File: config.mk
export PLATFORM = sky130hd
export DESIGN_NAME = rafm_device_end_flat
export DESIGN_NICKNAME = d
export VERILOG_FILES = /design/src/rafm_pkg.sv /design/src/rafm_link_if.sv /design/src/rafm_device_end.sv /design/src/flat_wrapper.sv
export SDC_FILE = /design/constraint.sdc
export NUM_CORES = 1
export LEC_CHECK = 0
export BUFFER_PORTS_ARGS = -buffer_cell sky130_fd_sc_hd__buf_2
export CAP_MARGIN = 20
export CORE_AREA = 2 2 324 326
export CTS_CLUSTER_SIZE = 30
export DETAILED_ROUTE_END_ITERATION = 10
export DIE_AREA = 0 0 326 328
export GPL_TIMING_DRIVEN = 0
export SLEW_MARGIN = 20
export SYNTH_ARGS = -nofsm -noshare
export SYNTH_HDL_FRONTEND = slang
export SYNTH_SLANG_ARGS = --single-unit
export TNS_END_PERCENT = 10
File: constraint.sdc
create_clock -name clk -period 4.55 [get_ports clk]
set_clock_uncertainty 0.2 [all_clocks]
set_input_delay 0.91 -clock clk [delete_from_list [all_inputs] [get_ports clk]]
set_output_delay 0.91 -clock clk [all_outputs]
set_load 0.03 [all_outputs]
File: src/rafm_pkg.sv
// Shared constants, message codes and event codes of the redundancy arbiter and fault monitor.
package rafm_pkg;

    // ****************************************************************
    // Clock and timing
    // ****************************************************************
    localparam int CLK_HZ = 20_000_000;
    localparam int MS_PER_S = 1000;
    // Cycles of the 20 MHz clock in one millisecond of wall clock time.
    localparam int TICK_MS_CYCLES = CLK_HZ / MS_PER_S;
    // Power-down separation that lets the later chassis win, in seconds.
    localparam int PD_APART_S = 1;
    localparam logic [31:0] PD_APART_MS = 32'(PD_APART_S * MS_PER_S);
    // Clock step that counts as a clock change, in seconds.
    localparam int CLK_STEP_S = 1;
    localparam logic [31:0] CLK_STEP_MS = 32'(CLK_STEP_S * MS_PER_S);

    // ****************************************************************
    // Link words
    // ****************************************************************
    localparam int DATA_W = 32;
    localparam int SERIAL_W = 24;
    localparam int ST_PRIMARY_BIT = 31;
    localparam int ST_NRC_BIT = 30;
    localparam int ST_FAULT_BIT = 29;

    typedef enum logic [2:0] {
        MSG_NONE,
        MSG_STATUS,
        MSG_PDTIME,
        MSG_TIME,
        MSG_LASTGASP
    } rafm_msg_type;

    // ****************************************************************
    // Event log
    // ****************************************************************
    localparam int GLOB_N = 7;
    localparam int SLOT_W = 5;
    localparam logic [31:0] EVNUM_RESET = 32'h0000_0000;
    localparam logic [31:0] WALL_RESET = 32'h0000_0000;

    typedef enum logic [7:0] {
        EV_FAULT_ACTIVE,
        EV_FAULT_INACTIVE,
        EV_PARTNER_CONNECTED,
        EV_PARTNER_SCREAM,
        EV_CABLE_BREAK,
        EV_CLOCK_CHANGE,
        EV_BRIDGE_LOST,
        EV_MODULE_INSERT,
        EV_MODULE_REMOVE,
        EV_NET_ISOLATED,
        EV_NET_RESTORED
    } rafm_event_type;

endpackage : rafm_pkg

File: src/rafm_link_if.sv
// Fiber interconnect between the redundancy module and its partner.
`timescale 1ns/1ps
interface rafm_link_if;
    import rafm_pkg::*;
    logic devLight;
    logic devValid;
    rafm_msg_type devCode;
    logic [DATA_W-1:0] devData;
    logic ptnLight;
    logic ptnValid;
    rafm_msg_type ptnCode;
    logic [DATA_W-1:0] ptnData;

    modport device_end (
        output devLight, devValid, devCode, devData,
        input ptnLight, ptnValid, ptnCode, ptnData
    );
    modport partner_end (
        input devLight, devValid, devCode, devData,
        output ptnLight, ptnValid, ptnCode, ptnData
    );
endinterface : rafm_link_if

File: src/rafm_device_end.sv
// Redundancy module: power-up arbitration, fault line watch, link watch and event log.
`timescale 1ns/1ps
module rafm_device_end
    import rafm_pkg::*;
#(
    parameter int NSLOTS = 16,
    parameter logic [SLOT_W-1:0] OWN_SLOT = 5'h00,
    parameter int TICK_CYCLES = TICK_MS_CYCLES
) (
    input wire logic clk,
    input wire logic rst_n,
    rafm_link_if.device_end link,
    input wire logic faultLine_n,
    input wire logic [NSLOTS-1:0] moduleVisible,
    input wire logic [NSLOTS-1:0] netIsolated,
    input wire logic bridgeUnreachable,
    input wire logic powerFail,
    input wire logic localPrimary,
    input wire logic localNonRedundant,
    input wire logic localFaulted,
    input wire logic [31:0] localPowerDownMs,
    input wire logic [SERIAL_W-1:0] localSerial,
    input wire logic cfgTimeValid,
    input wire logic [31:0] cfgTime,
    output logic isPrimary,
    output logic switchover,
    output logic [31:0] wallClock,
    output logic logValid,
    output logic [31:0] logNumber,
    output logic [31:0] logTime,
    output logic [SLOT_W-1:0] logSlot,
    output rafm_event_type logCode
);

    localparam int EVN = GLOB_N + 4 * NSLOTS;

    typedef enum {ST_DOWN, ST_ARB, ST_PRIMARY, ST_SECONDARY, ST_GASP} rafm_state_type;

    rafm_state_type state;
    rafm_state_type next_state;
    logic [1:0] faultSync;
    logic [1:0] pfSync;
    logic [1:0] bridgeSync;
    logic [NSLOTS-1:0] visMeta, visSync, visPrev;
    logic [NSLOTS-1:0] isoMeta, isoSync, isoPrev;
    logic faultPrev, pfPrev, bridgePrev, lightPrev;
    logic [31:0] tickCnt;
    logic [DATA_W-1:0] ptnStatus;
    logic [31:0] ptnPd;
    logic gotStatus, gotPd, gaspSeen;
    logic sendStatus, sendPd, sendTime, gaspSent;
    logic txValid;
    rafm_msg_type txCode;
    logic [DATA_W-1:0] txData;
    logic [EVN-1:0] pend, raise, grant;
    rafm_event_type selCode;
    logic [SLOT_W-1:0] selSlot;
    logic anyPend;

    // ****************************************************************
    // Pin synchronisers and edges
    // ****************************************************************
    // Backplane and power pins pass two flip-flops before use.
    always_ff @(posedge clk or negedge rst_n) begin
        if (!rst_n) begin
            faultSync <= 2'h3;
            pfSync <= 2'h0;
            bridgeSync <= 2'h0;
            visMeta <= '0;
            visSync <= '0;
            isoMeta <= '0;
            isoSync <= '0;
        end else begin
            faultSync <= {faultSync[0], faultLine_n};
            pfSync <= {pfSync[0], powerFail};
            bridgeSync <= {bridgeSync[0], bridgeUnreachable};
            visMeta <= moduleVisible;
            visSync <= visMeta;
            isoMeta <= netIsolated;
            isoSync <= isoMeta;
        end
    end

    // Previous values give the edges that raise events.
    always_ff @(posedge clk or negedge rst_n) begin
        if (!rst_n) begin
            faultPrev <= 1'b1;
            pfPrev <= 1'b0;
            bridgePrev <= 1'b0;
            lightPrev <= 1'b0;
            visPrev <= '0;
            isoPrev <= '0;
        end else begin
            faultPrev <= faultSync[1];
            pfPrev <= pfSync[1];
            bridgePrev <= bridgeSync[1];
            lightPrev <= link.ptnLight;
            visPrev <= visSync;
            isoPrev <= isoSync;
        end
    end

    wire faultFall = faultPrev && !faultSync[1];
    wire faultRise = !faultPrev && faultSync[1];
    wire powerLost = pfSync[1] && !pfPrev;
    wire bridgeLost = bridgeSync[1] && !bridgePrev;
    wire linkUp = link.ptnLight && !lightPrev;
    wire linkDown = !link.ptnLight && lightPrev;
    wire rxStatus = link.ptnValid && (link.ptnCode == MSG_STATUS);
    wire rxPd = link.ptnValid && (link.ptnCode == MSG_PDTIME);
    wire rxTime = link.ptnValid && (link.ptnCode == MSG_TIME);
    wire rxGasp = link.ptnValid && (link.ptnCode == MSG_LASTGASP);

    // ****************************************************************
    // Wall clock
    // ****************************************************************
    wire tick = (tickCnt == 32'(TICK_CYCLES - 1));
    wire timeLoad = cfgTimeValid || (rxTime && state == ST_SECONDARY);
    wire [31:0] newTime = cfgTimeValid ? cfgTime : link.ptnData;
    wire [31:0] stepUp = newTime - wallClock;
    wire [31:0] stepDown = wallClock - newTime;
    wire bigStep = (newTime > wallClock) ? (stepUp > CLK_STEP_MS) : (stepDown > CLK_STEP_MS);

    // Millisecond count; a load from the primary or from configuration replaces it.
    always_ff @(posedge clk or negedge rst_n) begin
        if (!rst_n) begin
            tickCnt <= '0;
            wallClock <= WALL_RESET;
        end else begin
            tickCnt <= tick ? '0 : tickCnt + 32'h1;
            if (timeLoad) begin
                wallClock <= newTime;
            end else if (tick) begin
                wallClock <= wallClock + 32'h1;
            end
        end
    end

    // ****************************************************************
    // Arbitration
    // ****************************************************************
    wire ptnPrim = ptnStatus[ST_PRIMARY_BIT];
    wire ptnNrc = ptnStatus[ST_NRC_BIT];
    wire ptnFault = ptnStatus[ST_FAULT_BIT];
    wire [31:0] pdDiff = (localPowerDownMs > ptnPd) ? localPowerDownMs - ptnPd
                                                    : ptnPd - localPowerDownMs;
    wire pdApart = pdDiff > PD_APART_MS;
    wire standbyTie = 1'b1;
    wire serialWin = localSerial < ptnStatus[SERIAL_W-1:0];
    // Each check before the serial one decides only when the two sides differ (power-down times by over PD_APART_MS), else the next one is tried.
    wire localWin = (localPrimary != ptnPrim) ? localPrimary :
                    (localFaulted != ptnFault) ? ptnFault :
                    (localNonRedundant != ptnNrc) ? ptnNrc :
                    pdApart ? (localPowerDownMs > ptnPd) :
                    standbyTie ? serialWin : 1'b0;
    wire arbReady = gotStatus && gotPd;

    // Role sequencing across link events and power loss.
    always_comb begin
        next_state = state;
        case (state)
            ST_DOWN: if (linkUp) next_state = ST_ARB;
            ST_ARB: begin
                if (linkDown) next_state = ST_DOWN;
                else if (arbReady) next_state = localWin ? ST_PRIMARY : ST_SECONDARY;
            end
            ST_PRIMARY: if (linkUp) next_state = ST_ARB;
            ST_SECONDARY: begin
                if (rxGasp) next_state = ST_PRIMARY;
                else if (linkUp) next_state = ST_ARB;
            end
            ST_GASP: next_state = ST_GASP;
            default: next_state = ST_DOWN;
        endcase
        if (powerLost) next_state = ST_GASP;
    end

    // State, partner words, their arrival flags and the flag that qualifies a link loss.
    always_ff @(posedge clk or negedge rst_n) begin
        if (!rst_n) begin
            state <= ST_DOWN;
            ptnStatus <= '0;
            ptnPd <= '0;
            gotStatus <= 1'b0;
            gotPd <= 1'b0;
            gaspSeen <= 1'b0;
            switchover <= 1'b0;
        end else begin
            state <= next_state;
            switchover <= (state == ST_SECONDARY) && rxGasp;
            if (rxStatus) ptnStatus <= link.ptnData;
            if (rxPd) ptnPd <= link.ptnData;
            gotStatus <= !linkUp && (gotStatus || rxStatus);
            gotPd <= !linkUp && (gotPd || rxPd);
            gaspSeen <= !linkUp && (gaspSeen || rxGasp);
        end
    end

    assign isPrimary = (state == ST_PRIMARY);

    // ****************************************************************
    // Transmit
    // ****************************************************************
    wire gaspDue = (state == ST_GASP) && !gaspSent;
    wire becomePrimary = (state == ST_ARB) && arbReady && localWin;

    // One message per cycle: last gasp first, then status, power-down time, time.
    always_ff @(posedge clk or negedge rst_n) begin
        if (!rst_n) begin
            sendStatus <= 1'b0;
            sendPd <= 1'b0;
            sendTime <= 1'b0;
            gaspSent <= 1'b0;
            txValid <= 1'b0;
            txCode <= MSG_NONE;
            txData <= '0;
        end else begin
            txValid <= gaspDue || sendStatus || sendPd || sendTime;
            if (gaspDue) begin
                txCode <= MSG_LASTGASP;
                txData <= '0;
                gaspSent <= 1'b1;
            end else if (sendStatus) begin
                txCode <= MSG_STATUS;
                txData <= {isPrimary || localPrimary, localNonRedundant, localFaulted,
                           5'h00, localSerial};
            end else if (sendPd) begin
                txCode <= MSG_PDTIME;
                txData <= localPowerDownMs;
            end else begin
                txCode <= sendTime ? MSG_TIME : MSG_NONE;
                txData <= wallClock;
            end
            sendStatus <= linkUp || (sendStatus && gaspDue);
            sendPd <= linkUp || (sendPd && (gaspDue || sendStatus));
            sendTime <= becomePrimary || (sendTime && (gaspDue || sendStatus || sendPd));
        end
    end

    assign link.devValid = txValid && state != ST_DOWN;
    assign link.devCode = txCode;
    assign link.devData = txData;
    assign link.devLight = !(gaspSent && !txValid);

    // ****************************************************************
    // Event log
    // ****************************************************************
    assign raise = {isoPrev & ~isoSync,
                    isoSync & ~isoPrev,
                    visPrev & ~visSync,
                    visSync & ~visPrev,
                    bridgeLost,
                    timeLoad && bigStep,
                    linkDown && !gaspSeen && !rxGasp,
                    rxGasp,
                    linkUp,
                    faultRise,
                    faultFall};

    // Lowest pending event goes out first; its code and slot follow its index.
    always_comb begin
        grant = '0;
        anyPend = 1'b0;
        selCode = EV_FAULT_ACTIVE;
        selSlot = OWN_SLOT;
        for (int i = 0; i < EVN; i++) begin
            if (pend[i] && !anyPend) begin
                anyPend = 1'b1;
                grant[i] = 1'b1;
                if (i < GLOB_N) begin
                    selCode = rafm_event_type'(i);
                end else begin
                    selCode = rafm_event_type'(GLOB_N + (i - GLOB_N) / NSLOTS);
                    selSlot = SLOT_W'((i - GLOB_N) % NSLOTS);
                end
            end
        end
    end

    // A new event wins over the clear of the one being emitted.
    always_ff @(posedge clk or negedge rst_n) begin
        if (!rst_n) begin
            pend <= '0;
            logValid <= 1'b0;
            logNumber <= EVNUM_RESET;
            logTime <= WALL_RESET;
            logSlot <= '0;
            logCode <= EV_FAULT_ACTIVE;
        end else begin
            pend <= (pend & ~grant) | raise;
            logValid <= anyPend;
            if (anyPend) begin
                logNumber <= logNumber + 32'h1;
                logTime <= wallClock;
                logSlot <= selSlot;
                logCode <= selCode;
            end
        end
    end

endmodule : rafm_device_end

File: src/flat_wrapper.sv
// flat-port wrapper written by rule: the top's interface ports become plain ports
module rafm_device_end_flat import rafm_pkg::*;
#(
    parameter int NSLOTS = 16,
    parameter logic [SLOT_W-1:0] OWN_SLOT = 5'h00,
    parameter int TICK_CYCLES = TICK_MS_CYCLES
)
  (clk, rst_n, faultLine_n, moduleVisible, netIsolated, bridgeUnreachable, powerFail, localPrimary, localNonRedundant, localFaulted, localPowerDownMs, localSerial, cfgTimeValid, cfgTime, isPrimary, switchover, wallClock, logValid, logNumber, logTime, logSlot, logCode, link_devLight, link_devValid, link_devCode, link_devData, link_ptnLight, link_ptnValid, link_ptnCode, link_ptnData);
  rafm_link_if link_i ();
  input wire logic clk;
  input wire logic rst_n;
  input wire logic faultLine_n;
  input wire logic [NSLOTS-1:0] moduleVisible;
  input wire logic [NSLOTS-1:0] netIsolated;
  input wire logic bridgeUnreachable;
  input wire logic powerFail;
  input wire logic localPrimary;
  input wire logic localNonRedundant;
  input wire logic localFaulted;
  input wire logic [31:0] localPowerDownMs;
  input wire logic [SERIAL_W-1:0] localSerial;
  input wire logic cfgTimeValid;
  input wire logic [31:0] cfgTime;
  output logic isPrimary;
  output logic switchover;
  output logic [31:0] wallClock;
  output logic logValid;
  output logic [31:0] logNumber;
  output logic [31:0] logTime;
  output logic [SLOT_W-1:0] logSlot;
  output rafm_event_type logCode;
  output wire logic [$bits(link_i.devLight)-1:0] link_devLight;
  output wire logic [$bits(link_i.devValid)-1:0] link_devValid;
  output wire logic [$bits(link_i.devCode)-1:0] link_devCode;
  output wire logic [$bits(link_i.devData)-1:0] link_devData;
  input wire logic [$bits(link_i.ptnLight)-1:0] link_ptnLight;
  input wire logic [$bits(link_i.ptnValid)-1:0] link_ptnValid;
  input wire logic [$bits(link_i.ptnCode)-1:0] link_ptnCode;
  input wire logic [$bits(link_i.ptnData)-1:0] link_ptnData;
  assign link_devLight = link_i.devLight;
  assign link_devValid = link_i.devValid;
  assign link_devCode = link_i.devCode;
  assign link_devData = link_i.devData;
  assign link_i.ptnLight = link_ptnLight;
  assign link_i.ptnValid = link_ptnValid;
  assign link_i.ptnCode = link_ptnCode;
  assign link_i.ptnData = link_ptnData;
  rafm_device_end #(.NSLOTS(NSLOTS), .OWN_SLOT(OWN_SLOT), .TICK_CYCLES(TICK_CYCLES)) u_core (.clk(clk), .rst_n(rst_n), .link(link_i), .faultLine_n(faultLine_n), .moduleVisible(moduleVisible), .netIsolated(netIsolated), .bridgeUnreachable(bridgeUnreachable), .powerFail(powerFail), .localPrimary(localPrimary), .localNonRedundant(localNonRedundant), .localFaulted(localFaulted), .localPowerDownMs(localPowerDownMs), .localSerial(localSerial), .cfgTimeValid(cfgTimeValid), .cfgTime(cfgTime), .isPrimary(isPrimary), .switchover(switchover), .wallClock(wallClock), .logValid(logValid), .logNumber(logNumber), .logTime(logTime), .logSlot(logSlot), .logCode(logCode));
endmodule
# Word-level counts from Yosys, hierarchy flattened
# Cells that the tools add are included.
[totals] regBits=459 latch_bits=0 ramBits=0 romBits=0 out_inout_bits=149 wordCells=568 n_memories=0
[op_classes] add_sub_neg=7 mul=0 n_div=0 order_cmp=6 n_eq_ne=17 shift=0 n_mux=298 n_bitwise=11 reduce_logical=194
[ops] op="$mux 8" count=69
[ops] op="$mux 32" count=13
[ops] op="$mux 4" count=56
[ops] op="$mux 1" count=149
[ops] op="$pmux 32 s4" count=1
[ops] op="$sub 32x32->32" count=4
[ops] op="$logic_and 1x1->1" count=97
[ops] op="$add 32x1->32 const B" count=3
[ops] op="$eq 32x2->1 const B" count=3
[ops] op="$eq 32x3->1 const B" count=3
[ops] op="$gt 32x10->1 const B" count=3
[ops] op="$logic_not 1->1" count=82
[ops] op="$and 71x71->71" count=1
[ops] op="$not 71->71" count=1
[ops] op="$or 71x71->71" count=1
[ops] op="$and 16x16->16" count=4
[ops] op="$gt 32x32->1" count=2
[ops] op="$not 16->16" count=4
[ops] op="$eq 32x1->1 const B" count=1
[ops] op="$eq 32x15->1 const B" count=1
[ops] op="$eq 32x4->1 const B" count=1
[ops] op="$logic_not 32->1" count=1
[ops] op="$reduce_bool 32->1" count=1
[ops] op="$lt 24x24->1" count=1
[ops] op="other kinds (10)" count=31

# Logic depth before layout (Yosys ltp)
# Gate-level depths: netlist of the first run.
[depth] depth_word=214 depth_mapped=20 ltp_nobuf=17

# Least setup slack after synthesis of the first run
# OpenSTA, ideal clock, no wires.
[synth_timing] path_kind="input -> register" from="input port cfgTimeValid" to="register u_core.pend[5]" arrival_ns=4.958 t_required_ns=4.206 path_slack_ns=-0.752 cell_stages=19 path_buffers=2 path_cell_list="clkbuf_1 buf_1 mux2i_1 inv_1 ha_1 nor2b_1 o21ai_1 a21boi_0 or2_1 a21o_1 a31o_1 a21o_1 a2111oi_0 a21oi_1 nor2_1 nor4b_1 nand4_1 nor4_1 a211oi_1"
[synth_via] elab_chain_cells=6
[synth_rtl] item="from (decl)" line_no="flat_wrapper.sv:22" rtl="input wire logic cfgTimeValid;"
[synth_rtl] item="$mux 32" line_no="rafm_device_end.sv:119" rtl="wire [31:0] newTime = cfgTimeValid ? cfgTime : link.ptnData;"
[synth_rtl] item="$sub 32x32->32, on equally long branches" line_no="rafm_device_end.sv:121, rafm_device_end.sv:120"
[synth_rtl] item="$gt 32x10->1" line_no="rafm_device_end.sv:122" rtl="wire bigStep = (newTime > wallClock) ? (stepUp > CLK_STEP_MS) : (stepDown > CLK_STEP_MS);"
[synth_rtl] item="$mux 1" line_no="rafm_device_end.sv:122"
[synth_rtl] item="$logic_and 1x1->1 (*)" line_no="rafm_device_end.sv:253" rtl="timeLoad && bigStep,"
[synth_rtl] item="$or 71x71->71 (*)" line_no="rafm_device_end.sv:290" rtl="pend <= (pend & ~grant) | raise;"
[synth_rtl] item="to (signal assigned)" line_no="rafm_device_end.sv:290"
[synth_rtl] item="to (decl)" line_no="rafm_device_end.sv:55" rtl="logic [EVN-1:0] pend, raise, grant;"
# Every way passes the cells marked *; elsewhere a longest branch is shown, timed or not.
# A chain may end at the register's enable or synchronous reset.

# Final worst setup path of the first run
[layout_timing] from="input port localPowerDownMs[2]" to="register u_core.state[0]"
[layout_via] elab_chain_cells=12
[layout_rtl] item="from (decl)" line_no="flat_wrapper.sv:20" rtl="input wire logic [31:0] localPowerDownMs;"
[layout_rtl] item="$sub 32x32->32 (tied with other cells)" line_no="rafm_device_end.sv:146" rtl=": ptnPd - localPowerDownMs;"
[layout_rtl] item="$mux 32" line_no="rafm_device_end.sv:145" rtl="wire [31:0] pdDiff = (localPowerDownMs > ptnPd) ? localPowerDownMs - ptnPd"
[layout_rtl] item="$gt 32x10->1" line_no="rafm_device_end.sv:147" rtl="wire pdApart = pdDiff > PD_APART_MS;"
[layout_rtl] item="$mux 1 (*)" line_no="rafm_device_end.sv:154" rtl="pdApart ? (localPowerDownMs > ptnPd) :"
[layout_rtl] item="$mux 1 (*)" line_no="rafm_device_end.sv:153" rtl="(localNonRedundant != ptnNrc) ? ptnNrc :"
[layout_rtl] item="$mux 1 (*)" line_no="rafm_device_end.sv:152" rtl="(localFaulted != ptnFault) ? ptnFault :"
[layout_rtl] item="$mux 1 (*)" line_no="rafm_device_end.sv:151" rtl="wire localWin = (localPrimary != ptnPrim) ? localPrimary :"
[layout_rtl] item="$mux 1 (*)" line_no="rafm_device_end.sv:165" rtl="else if (arbReady) next_state = localWin ? ST_PRIMARY : ST_SECONDARY;"
[layout_rtl] item="$mux 32 (*)" line_no="rafm_device_end.sv:165"
[layout_rtl] item="$mux 32 (*)" line_no="rafm_device_end.sv:164" rtl="if (linkDown) next_state = ST_DOWN;"
[layout_rtl] item="$pmux 32 s4 (*)" line_no="rafm_device_end.sv:161" rtl="case (state)"
[layout_rtl] item="$mux 32 (*)" line_no="rafm_device_end.sv:175" rtl="if (powerLost) next_state = ST_GASP;"
[layout_rtl] item="to (signal assigned)" line_no="rafm_device_end.sv:189" rtl="state <= next_state;"
[layout_rtl] item="to (decl)" line_no="rafm_device_end.sv:39" rtl="rafm_state_type state;"
# Every way passes the cells marked *; elsewhere a longest branch is shown, timed or not. The select of a mux whose other input is x is not followed.

==> results of run 1 <==
what timing repair did:
action	CTS	global route
hold endpoints to repair	45	0
cloned	0	2
pin swaps	14	46
setup buffers	17	24
hold buffers	1	0
resized for setup	73	116
endpoints found under the setup margin	75	62
cells in the final DEF, fill, tap and decap left out, drive strengths merged, types with 25 or more instances in the layout:
| cell | Yosys | final |
|---|---|---|
| and3 | 25 | 25 |
| nor3 | 47 | 47 |
| xnor2 | 105 | 105 |
| xor2 | 40 | 40 |
| dfrtp | 446 | 446 |
| nand4 | 55 | 55 |
| nor2 | 236 | 236 |
| nand2b | 27 | 27 |
| nor4 | 28 | 28 |
| nand2 | 259 | 259 |
| a21o | 68 | 68 |
| a21oi | 189 | 189 |
| inv | 245 | 250 |
| nand3 | 59 | 59 |
| clkbuf | 69 | 127 |
| o21ai | 246 | 246 |
| mux2i | 116 | 116 |
| buf | 37 | 392 |
| ha | 152 | 152 |
| conb | 1 | 34 |
| o21bai | 29 | 29 |
registers in the layout, summed over array words and instances, names as in the netlist, 2 cells and up:
name and count:
u_core.visMeta 16, u_core.logTime 32, u_core.isoMeta 16, u_core.link.devCode 3, u_core.logCode 4, u_core.visSync 16
u_core.ptnPd 32, u_core.visPrev 16, u_core.ptnStatus 27, u_core.pend 71, u_core.pfSync 2, u_core.wallClock 32
u_core.link.devData 32, u_core.logNumber 32, u_core.tickCnt 32, u_core.isoSync 16, u_core.logSlot 4, u_core.bridgeSync 2
u_core.state 32, u_core.faultSync 2, u_core.isoPrev 16
layer usage:
| layer | part of all wire | vias to the layer above |
|---|---|---|
| met5 | 0.00035 | - |
| met3 | 0.073 | 162 |
| li1 | - | 10500 |
| met1 | 0.48 | 11000 |
| met2 | 0.42 | 887 |
| met4 | 0.036 | 6 |
cells by family (layout without fill, tap and decap cells):
| family | after synthesis | in the layout |
|---|---|---|
| adder cells (fa/ha/maj) | 156 | 156 |
| other | 1 | 39 |
| flip-flops | 449 | 449 |
| AO/OA/AOI/OAI | 723 | 723 |
| XOR/XNOR | 145 | 145 |
| buffers and inverters | 351 | 793 |
| multiplexers | 128 | 128 |
| AND/OR/NAND/NOR | 831 | 831 |
worst max path at each step:
stage / startpoint / end / slack [ns] / cells after the start
floorplan: localPowerDownMs[0] / u_core.sendTime$_DFF_PN0_ / -0.24 / 18
global placement: rst_n / u_core.link.devData[13]$_DFF_PN0_ / -7.21 / 1
detailed placement: cfgTimeValid / u_core.pend[5]$_DFF_PN0_ / -1.95 / 17
CTS: localPowerDownMs[3] / u_core.sendTime$_DFF_PN0_ / -0.14 / 19
global route: u_core.ptnPd[2]$_DFFE_PN0P_ / u_core.state[0]$_DFFE_PN0P_ / -0.45 / 18
finish: localPowerDownMs[2] / u_core.state[0]$_DFFE_PN0P_ / -0.32 / 20
power by group:
part	leakage (nW)	total, mW	internal [mW]	switching [mW]
clock	0.926	4.65	2.73	1.92
sequential	5.23	4.54	4.29	0.245
combinational	8.73	4.24	1.58	2.66
area by class of cell:
class	count	area (sq um)	share of cell area
Antenna cell	5	12.5	0.000388
Buffer	93	539	0.0167
Clock buffer	69	1490	0.0461
Clock inverter	28	410	0.0127
Inverter	245	927	0.0287
Multi-Input combinational cell	2017	13800	0.429
Sequential cell	449	11200	0.348
Tap cell	1380	1730	0.0535
Timing Repair Buffer	358	2080	0.0644
critical path, delay by kind of cell:
kind,cells,cell delay [ns]
compound gates,8,1.90
fa+ha+maj,1,0.26
buf+inv,5,0.58
mux,1,0.33
simple gates,5,1.27
per-stage QoR:
stage / setup TNS, ns / hold slack (ns) / worst slack (ns)
floorplan: -0.550 / 0.131 / -0.238
CTS: -0.280 / 0.0899 / -0.141
finish: -0.625 / 0.143 / -0.317
detailed placement: -42.11 / 0.135 / -1.95
global placement: -3190.20 / 0.134 / -7.21
global route: -0.974 / 0.118 / -0.446
==> metrics.log, run 1 <==
[metrics] outcome: finished, violations left
[metrics] violated checks: negative setup slack
[metrics] area fraction in compound gates after synthesis: 0.174
[metrics] Syn Std Cell Area: 25600 sq um
[metrics] reported leakage power: 14.9 nW
[metrics] number of global-route vias before repair: 22100
[metrics] Final Hold Vio Count: 0
[metrics] count of buffers from port buffering: 308
[metrics] post-DP HPWL: 75.5 mm
[metrics] simple-gate portion of the synthesized area: 0.155
[metrics] largest net degree at the start of global routing: 91
[metrics] pwr dens: 416 nW/um^2
[metrics] fraction of synthesis flops using an asynchronous set or reset pin: 1.00
[metrics] area of the core: 103000 sq um
[metrics] number of library cell types mapped by synthesis: 88
[metrics] worst-case setup margin in the final layout: -0.317 ns
[metrics] CTS clk-pin slew, worst paths: 0.06 ns
[metrics] Global Route met2 Usage: 0.256
[metrics] number of clock sinks: 449
[metrics] most frequent cell after synthesis: sky130_fd_sc_hd__dfrtp_1
[metrics] adder and majority cell fraction of the synthesized area: 0.0770
[metrics] top cells by area in the synthesized netlist: sky130_fd_sc_hd__dfrtp_1 (44%), sky130_fd_sc_hd__ha_1 (7.4%), sky130_fd_sc_hd__o21ai_0 (4.8%)
[metrics] cells along the critical path: buf_4, inv_1, ha_4, buf_6, buf_4, o21ai_0, a21oi_1, nor2_1, a21o_1, o221ai_1, a2111oi_0, a211o_1, or4_1, nor4_2, and4_1, nand4b_1, mux2i_2, buf_4, o211ai_1, a31oi_1
[metrics] Least-Margin Pin Slew: 1.18 ns
[metrics] Finish-stage setup viols: 2
[metrics] Worst R2R Start: u_core.ptnPd[2]$_DFFE_PN0P_
[metrics] Die Ht: 328 um
[metrics] grt total ovfl: 0
[metrics] endpoint arrival time on the critical path: 5.25 ns
[metrics] Min-Delay Startpoint: u_core.isoMeta[6]$_DFF_PN0_
[metrics] initial antenna violation count: 12
[metrics] biggest area consumer among synthesized cells: sky130_fd_sc_hd__dfrtp_1
[metrics] number of remaining DRC errors: 0
[metrics] grt peak-use layer: met2
[metrics] R2R cell count: 18
[metrics] Final Slew Violations: 0
[metrics] first-pass GRT wire length: 142 mm
[metrics] share of cell area taken by muxes after synthesis: 0.0511
[metrics] number of synthesized register bits: 449
[metrics] effective utilization at floorplan: 0.248
[metrics] DRT iter0 DRCs: 1991
[metrics] end of the worst register-to-register path: u_core.state[0]$_DFFE_PN0P_
[metrics] final core occ: 0.313
[metrics] Min-Delay Endpoint: u_core.isoSync[6]$_DFF_PN0_
[metrics] total power draw: 13.4 mW
[metrics] synthesized instance count: 2784
[metrics] Fmax achieved: 205 MHz
[metrics] TritonCTS clock tree: done
[metrics] area share of the largest cell type after synthesis: 0.436
[metrics] die extent in x: 326 um
[metrics] Tot GR Track Use: 0.174
[metrics] setup repair after global routing missed its margin: yes
[metrics] final wirelength: 95.8 mm
[metrics] maximum single-stage delay on the critical path: 0.54 ns
[metrics] type of origin of the critical path: primary input
[metrics] worst slew margin relative to its limit: 0.212
[metrics] layout cells sized above 1: 0.197
[metrics] Mapped Avg Cell Area: 9.20 sq um
[metrics] clock root cell: sky130_fd_sc_hd__clkbuf_16
[metrics] growth of design area from synthesis to finish: 25.9%
[metrics] CTS H-tree depth: 2
[metrics] main combinational cell family by area after synthesis: compound AO/OA/AOI/OAI gates
[metrics] Critical Path RT: 4.93 ns
[metrics] TritonRoute pass-1 iters: 5
[metrics] max-cap violations: 0
[metrics] # nets final: 3538
[metrics] number of flops mapped to enable cells by yosys: 0
[metrics] routability congestion estimate: 0.936
[metrics] Ports: 315
[metrics] VDD IR max: 0.306 mV
[metrics] source-to-sink clock delay at the later pin of the worst-skew pair: 0.66 ns
[metrics] highest fanout seen on the critical path: 6
[metrics] XOR/XNOR Fraction of Synth Area: 0.0496
[metrics] M1 GR Usage: 0.252
[metrics] clock buffers created by TritonCTS: 53
[metrics] most frequent cell on the critical path: sky130_fd_sc_hd__buf_4
[metrics] Final Instance Area: 32300 sq um
[metrics] number of rows created at floorplan: 118
[metrics] routed vias: 22600
[metrics] post-detailed-route via-to-cell ratio: 4.87
[metrics] routed length per instance: 20.6 um
[metrics] number of nets still failing antenna checks after routing: 0
[metrics] final critical delay including setup and external delays: 4.87 ns
[metrics] number of warnings issued by yosys: 0
[metrics] total die area: 107000 sq um
[metrics] fillers: 10800
[metrics] met3 track demand over resource in global routing: 0.0343
[metrics] final cell count without fillers: 4644
[metrics] Setup Crit Path Kind: primary input to register
[metrics] type of the tightest min-delay check: register to register
[metrics] CP Capture Type: register
[metrics] fin crit share: 1.07
[metrics] reg-to-reg setup timing slack: -0.31 ns
[metrics] leading post-synthesis cells by instance count: sky130_fd_sc_hd__dfrtp_1 (446), sky130_fd_sc_hd__nand2_1 (259), sky130_fd_sc_hd__inv_1 (244), sky130_fd_sc_hd__o21ai_0 (244), sky130_fd_sc_hd__nor2_1 (236)
[metrics] DP Area: 29200 sq um
[metrics] number of placed instances, taps included: 4510
[metrics] CTS Buffer Depth: 3
[metrics] register area share after synthesis: 0.439
[metrics] Primary FF master, synth: sky130_fd_sc_hd__dfrtp_1
[metrics] instance count along the most critical hold path: 0
[metrics] Slowest cell on crit path: sky130_fd_sc_hd__o221ai_1
(Power assumes the default switching activity.)
==> run 2, diff against run 1 <==
--- a/config.mk
+++ b/config.mk
@@ -12,6 +12,7 @@
 export DETAILED_ROUTE_END_ITERATION = 10
 export DIE_AREA = 0 0 326 328
 export GPL_TIMING_DRIVEN = 0
+export REMOVE_ABC_BUFFERS = 1
 export SLEW_MARGIN = 20
 export SYNTH_ARGS = -nofsm -noshare
 export SYNTH_HDL_FRONTEND = slang
==> constraint.sdc (replaced) <==
create_clock -name clk -period 5.3 [get_ports clk]
set_clock_uncertainty 0.2 [all_clocks]
set_input_delay 1.06 -clock clk [delete_from_list [all_inputs] [get_ports clk]]
set_output_delay 1.06 -clock clk [all_outputs]
set_load 0.03 [all_outputs]
==> run 2 against run 1 <==
Net effect: the run still ends with negative setup slack left; clock-buffer cell count rose by 11; worst setup slack improved by 0.24 ns; final cell count down 2.4%; register-to-register slack gained 0.41 ns; worst hold slack worse by 0.040 ns; global-route usage decreased by 1.0 points; final area down 3.1%; combinational power down 21%.
==> metrics.log, run 2 (synthesis gave the netlist of run 1 again) <==
[metrics] Total Neg Setup Slack: -0.0892 ns
[metrics] routed vias: 21900
[metrics] effective utilization at floorplan: 0.248
[metrics] Die Ht: 328 um
[metrics] endpoint arrival time on the critical path: 5.71 ns
[metrics] post-DP HPWL: 70.5 mm
[metrics] Finish-stage setup viols: 2
[metrics] cells along the critical path: buf_2, inv_1, ha_1, fa_1, nand2b_1, a211o_1, a21oi_2, o2bb2ai_2, a21o_4, mux2i_4, o22ai_1, or4_1, nor4_2, and4_1, nand4b_1, mux2i_2, maj3_1, o211ai_1
[metrics] tightest hold margin: 0.104 ns
[metrics] Final Slew Violations: 0
[metrics] initial antenna violation count: 19
[metrics] Critical Path RT: 5.63 ns
[metrics] Final Hold Vio Count: 0
[metrics] worst-case setup margin in the final layout: -0.0810 ns
[metrics] die extent in x: 326 um
[metrics] crit-path leading delay family: simple AND/OR/NAND/NOR gates
[metrics] reported leakage power: 14.5 nW
[metrics] VDD IR max: 0.257 mV
[metrics] grt total ovfl: 0
[metrics] highest fanout seen on the critical path: 8
[metrics] pwr dens: 356 nW/um^2
[metrics] Final Instance Area: 31300 sq um
[metrics] total die area: 107000 sq um
[metrics] DP Area: 29000 sq um
[metrics] CP Capture Type: register
[metrics] DRT iter0 DRCs: 1635
[metrics] Tot GR Track Use: 0.164
[metrics] setup repair after global routing missed its margin: yes
[metrics] type of the tightest min-delay check: primary input to async pin
[metrics] number of buffers and inverters on the critical path: 2
[metrics] highest-count cells in the layout ignoring fill and taps: sky130_fd_sc_hd__dfrtp_1 (444), sky130_fd_sc_hd__buf_2 (307), sky130_fd_sc_hd__nand2_1 (259), sky130_fd_sc_hd__inv_1 (244), sky130_fd_sc_hd__o21ai_0 (237)
[metrics] final cell count without fillers: 4534
[metrics] number of buffers inserted for hold repair after clock tree synthesis: 0
[metrics] source-to-sink clock delay at the later pin of the worst-skew pair: 0.66 ns
[metrics] layout cells sized above 1: 0.165
[metrics] total power draw: 11.1 mW
[metrics] fillers: 10800
[metrics] violated checks: negative setup slack
[metrics] first-pass GRT wire length: 134 mm
[metrics] TritonCTS clock tree: done
[metrics] largest net degree at the start of global routing: 92
[metrics] number of global-route vias before repair: 21400
[metrics] post-detailed-route via-to-cell ratio: 4.83
[metrics] most common library cell in the layout ignoring fill and taps: sky130_fd_sc_hd__dfrtp_1
[metrics] worst slew margin relative to its limit: 0.222
[metrics] fin crit share: 1.02
[metrics] maximum single-stage delay on the critical path: 0.56 ns
[metrics] type of origin of the critical path: primary input
[metrics] TritonRoute pass-1 iters: 5
[metrics] routability congestion estimate: 0.921
[metrics] Least-Margin Pin Slew: 1.17 ns
[metrics] largest register by flop count: u_core.pend
[metrics] area of the core: 103000 sq um
[metrics] number of rows created at floorplan: 118
[metrics] number of clock sinks: 449
[metrics] # nets final: 3425
[metrics] number of nets still failing antenna checks after routing: 0
[metrics] outcome: finished, violations left
[metrics] number of flip-flops under the largest register name: 71
[metrics] count of buffers from port buffering: 309
[metrics] growth of design area from synthesis to finish: 22.0%
[metrics] CTS H-tree depth: 2
[metrics] number of remaining DRC errors: 0
[metrics] clock buffers created by TritonCTS: 54
[metrics] final wirelength: 89.9 mm
[metrics] routed length per instance: 19.8 um
[metrics] Slowest cell on crit path: sky130_fd_sc_hd__or4_1
[metrics] max-cap violations: 0
[metrics] number of placed instances, taps included: 4418
[metrics] Fmax achieved: 186 MHz
[metrics] Ports: 315
[metrics] final critical delay including setup and external delays: 5.38 ns
[metrics] clock root cell: sky130_fd_sc_hd__clkbuf_16
[metrics] CTS Buffer Depth: 3
[metrics] CTS clk-pin slew, worst paths: 0.06 ns
[metrics] pre-CTS setup slack: -1.74 ns
[metrics] final core occ: 0.303
[metrics] Setup Crit Path Kind: primary input to register
run 2: changes by cell type in the layout (fill, tap and decap cells not counted), sizes merged, moves of 2 or more:
cell    before  now
clkbuf     127   81
bufinv       7    4
buf        392  335
inv        250  248
run 2: report_power, final:
| group | internal, mW | total, mW | switching, mW |
|---|---|---|---|
| combinational | 1.21 | 3.34 | 2.14 |
| clock | 2.31 | 3.89 | 1.59 |
| sequential | 3.68 | 3.90 | 0.215 |
| total | 7.20 | 11.1 | 3.94 |
run 2: worst paths after layout:
path / startpoint / to / slack [ns] / cells after the start
max in group asynchronous: rst_n / u_core.wallClock[16]$_DFFE_PN0P_ / 2.73 / 5
worst min-delay path: rst_n / u_core.isoMeta[5]$_DFF_PN0_ / 0.10 / 1
worst min register to register: u_core.visMeta[2]$_DFF_PN0_ / u_core.visSync[2]$_DFF_PN0_ / 0.14 / 0
worst max register to register: u_core.ptnPd[0]$_DFFE_PN0P_ / u_core.sendTime$_DFF_PN0_ / 0.10 / 16
min in group clk: u_core.visMeta[2]$_DFF_PN0_ / u_core.visSync[2]$_DFF_PN0_ / 0.14 / 0
worst max-delay path: localPowerDownMs[0] / u_core.sendTime$_DFF_PN0_ / -0.08 / 18
run 2: area by class of cell:
cell class	instances	area (sq um)	share of cell area
clock inverter	22	304	0.00972
sequential	449	11200	0.360
clock buffer	80	1600	0.0511
timing repair buffer	336	2050	0.0655
tap	1380	1730	0.0552
multi-input combinational	2018	13400	0.429
antenna	4	10.0	0.000320
inverter	245	920	0.0294
run 2: metal layers:
| metal | track usage | vias up | share of wire |
|---|---|---|---|
| li1 | - | 10300 | - |
| met4 | 0.0490 | 12 | 0.031 |
| met3 | 0.0325 | 154 | 0.063 |
| met5 | 0 | - | 0.00080 |
| met1 | 0.224 | 10700 | 0.46 |
| met2 | 0.261 | 731 | 0.45 |
run 2: repair_timing:
item | in CTS | in global routing
resized for setup | 30 | 30
pin swaps | 2 | 4
endpoints found under the setup margin | 3 | 36
buffers inserted | 4 | 4
gates cloned | 1 | 1
run 2: worst register-to-register path: stages, from the launching register on:
cell and delay [ns]:
sky130_fd_sc_hd__dfrtp_1 0.38, sky130_fd_sc_hd__ha_1 0.21, sky130_fd_sc_hd__fa_1 0.38, sky130_fd_sc_hd__nand2b_1 0.17, sky130_fd_sc_hd__a211o_1 0.31, sky130_fd_sc_hd__a21oi_2 0.31, sky130_fd_sc_hd__o2bb2ai_2 0.30, sky130_fd_sc_hd__a21o_4 0.29
sky130_fd_sc_hd__mux2i_4 0.28, sky130_fd_sc_hd__o22ai_1 0.13, sky130_fd_sc_hd__or4_1 0.56, sky130_fd_sc_hd__nor4_2 0.29, sky130_fd_sc_hd__and4_1 0.25, sky130_fd_sc_hd__nand4b_1 0.17, sky130_fd_sc_hd__mux2i_2 0.48, sky130_fd_sc_hd__maj3_1 0.28
sky130_fd_sc_hd__o211ai_1 0.08
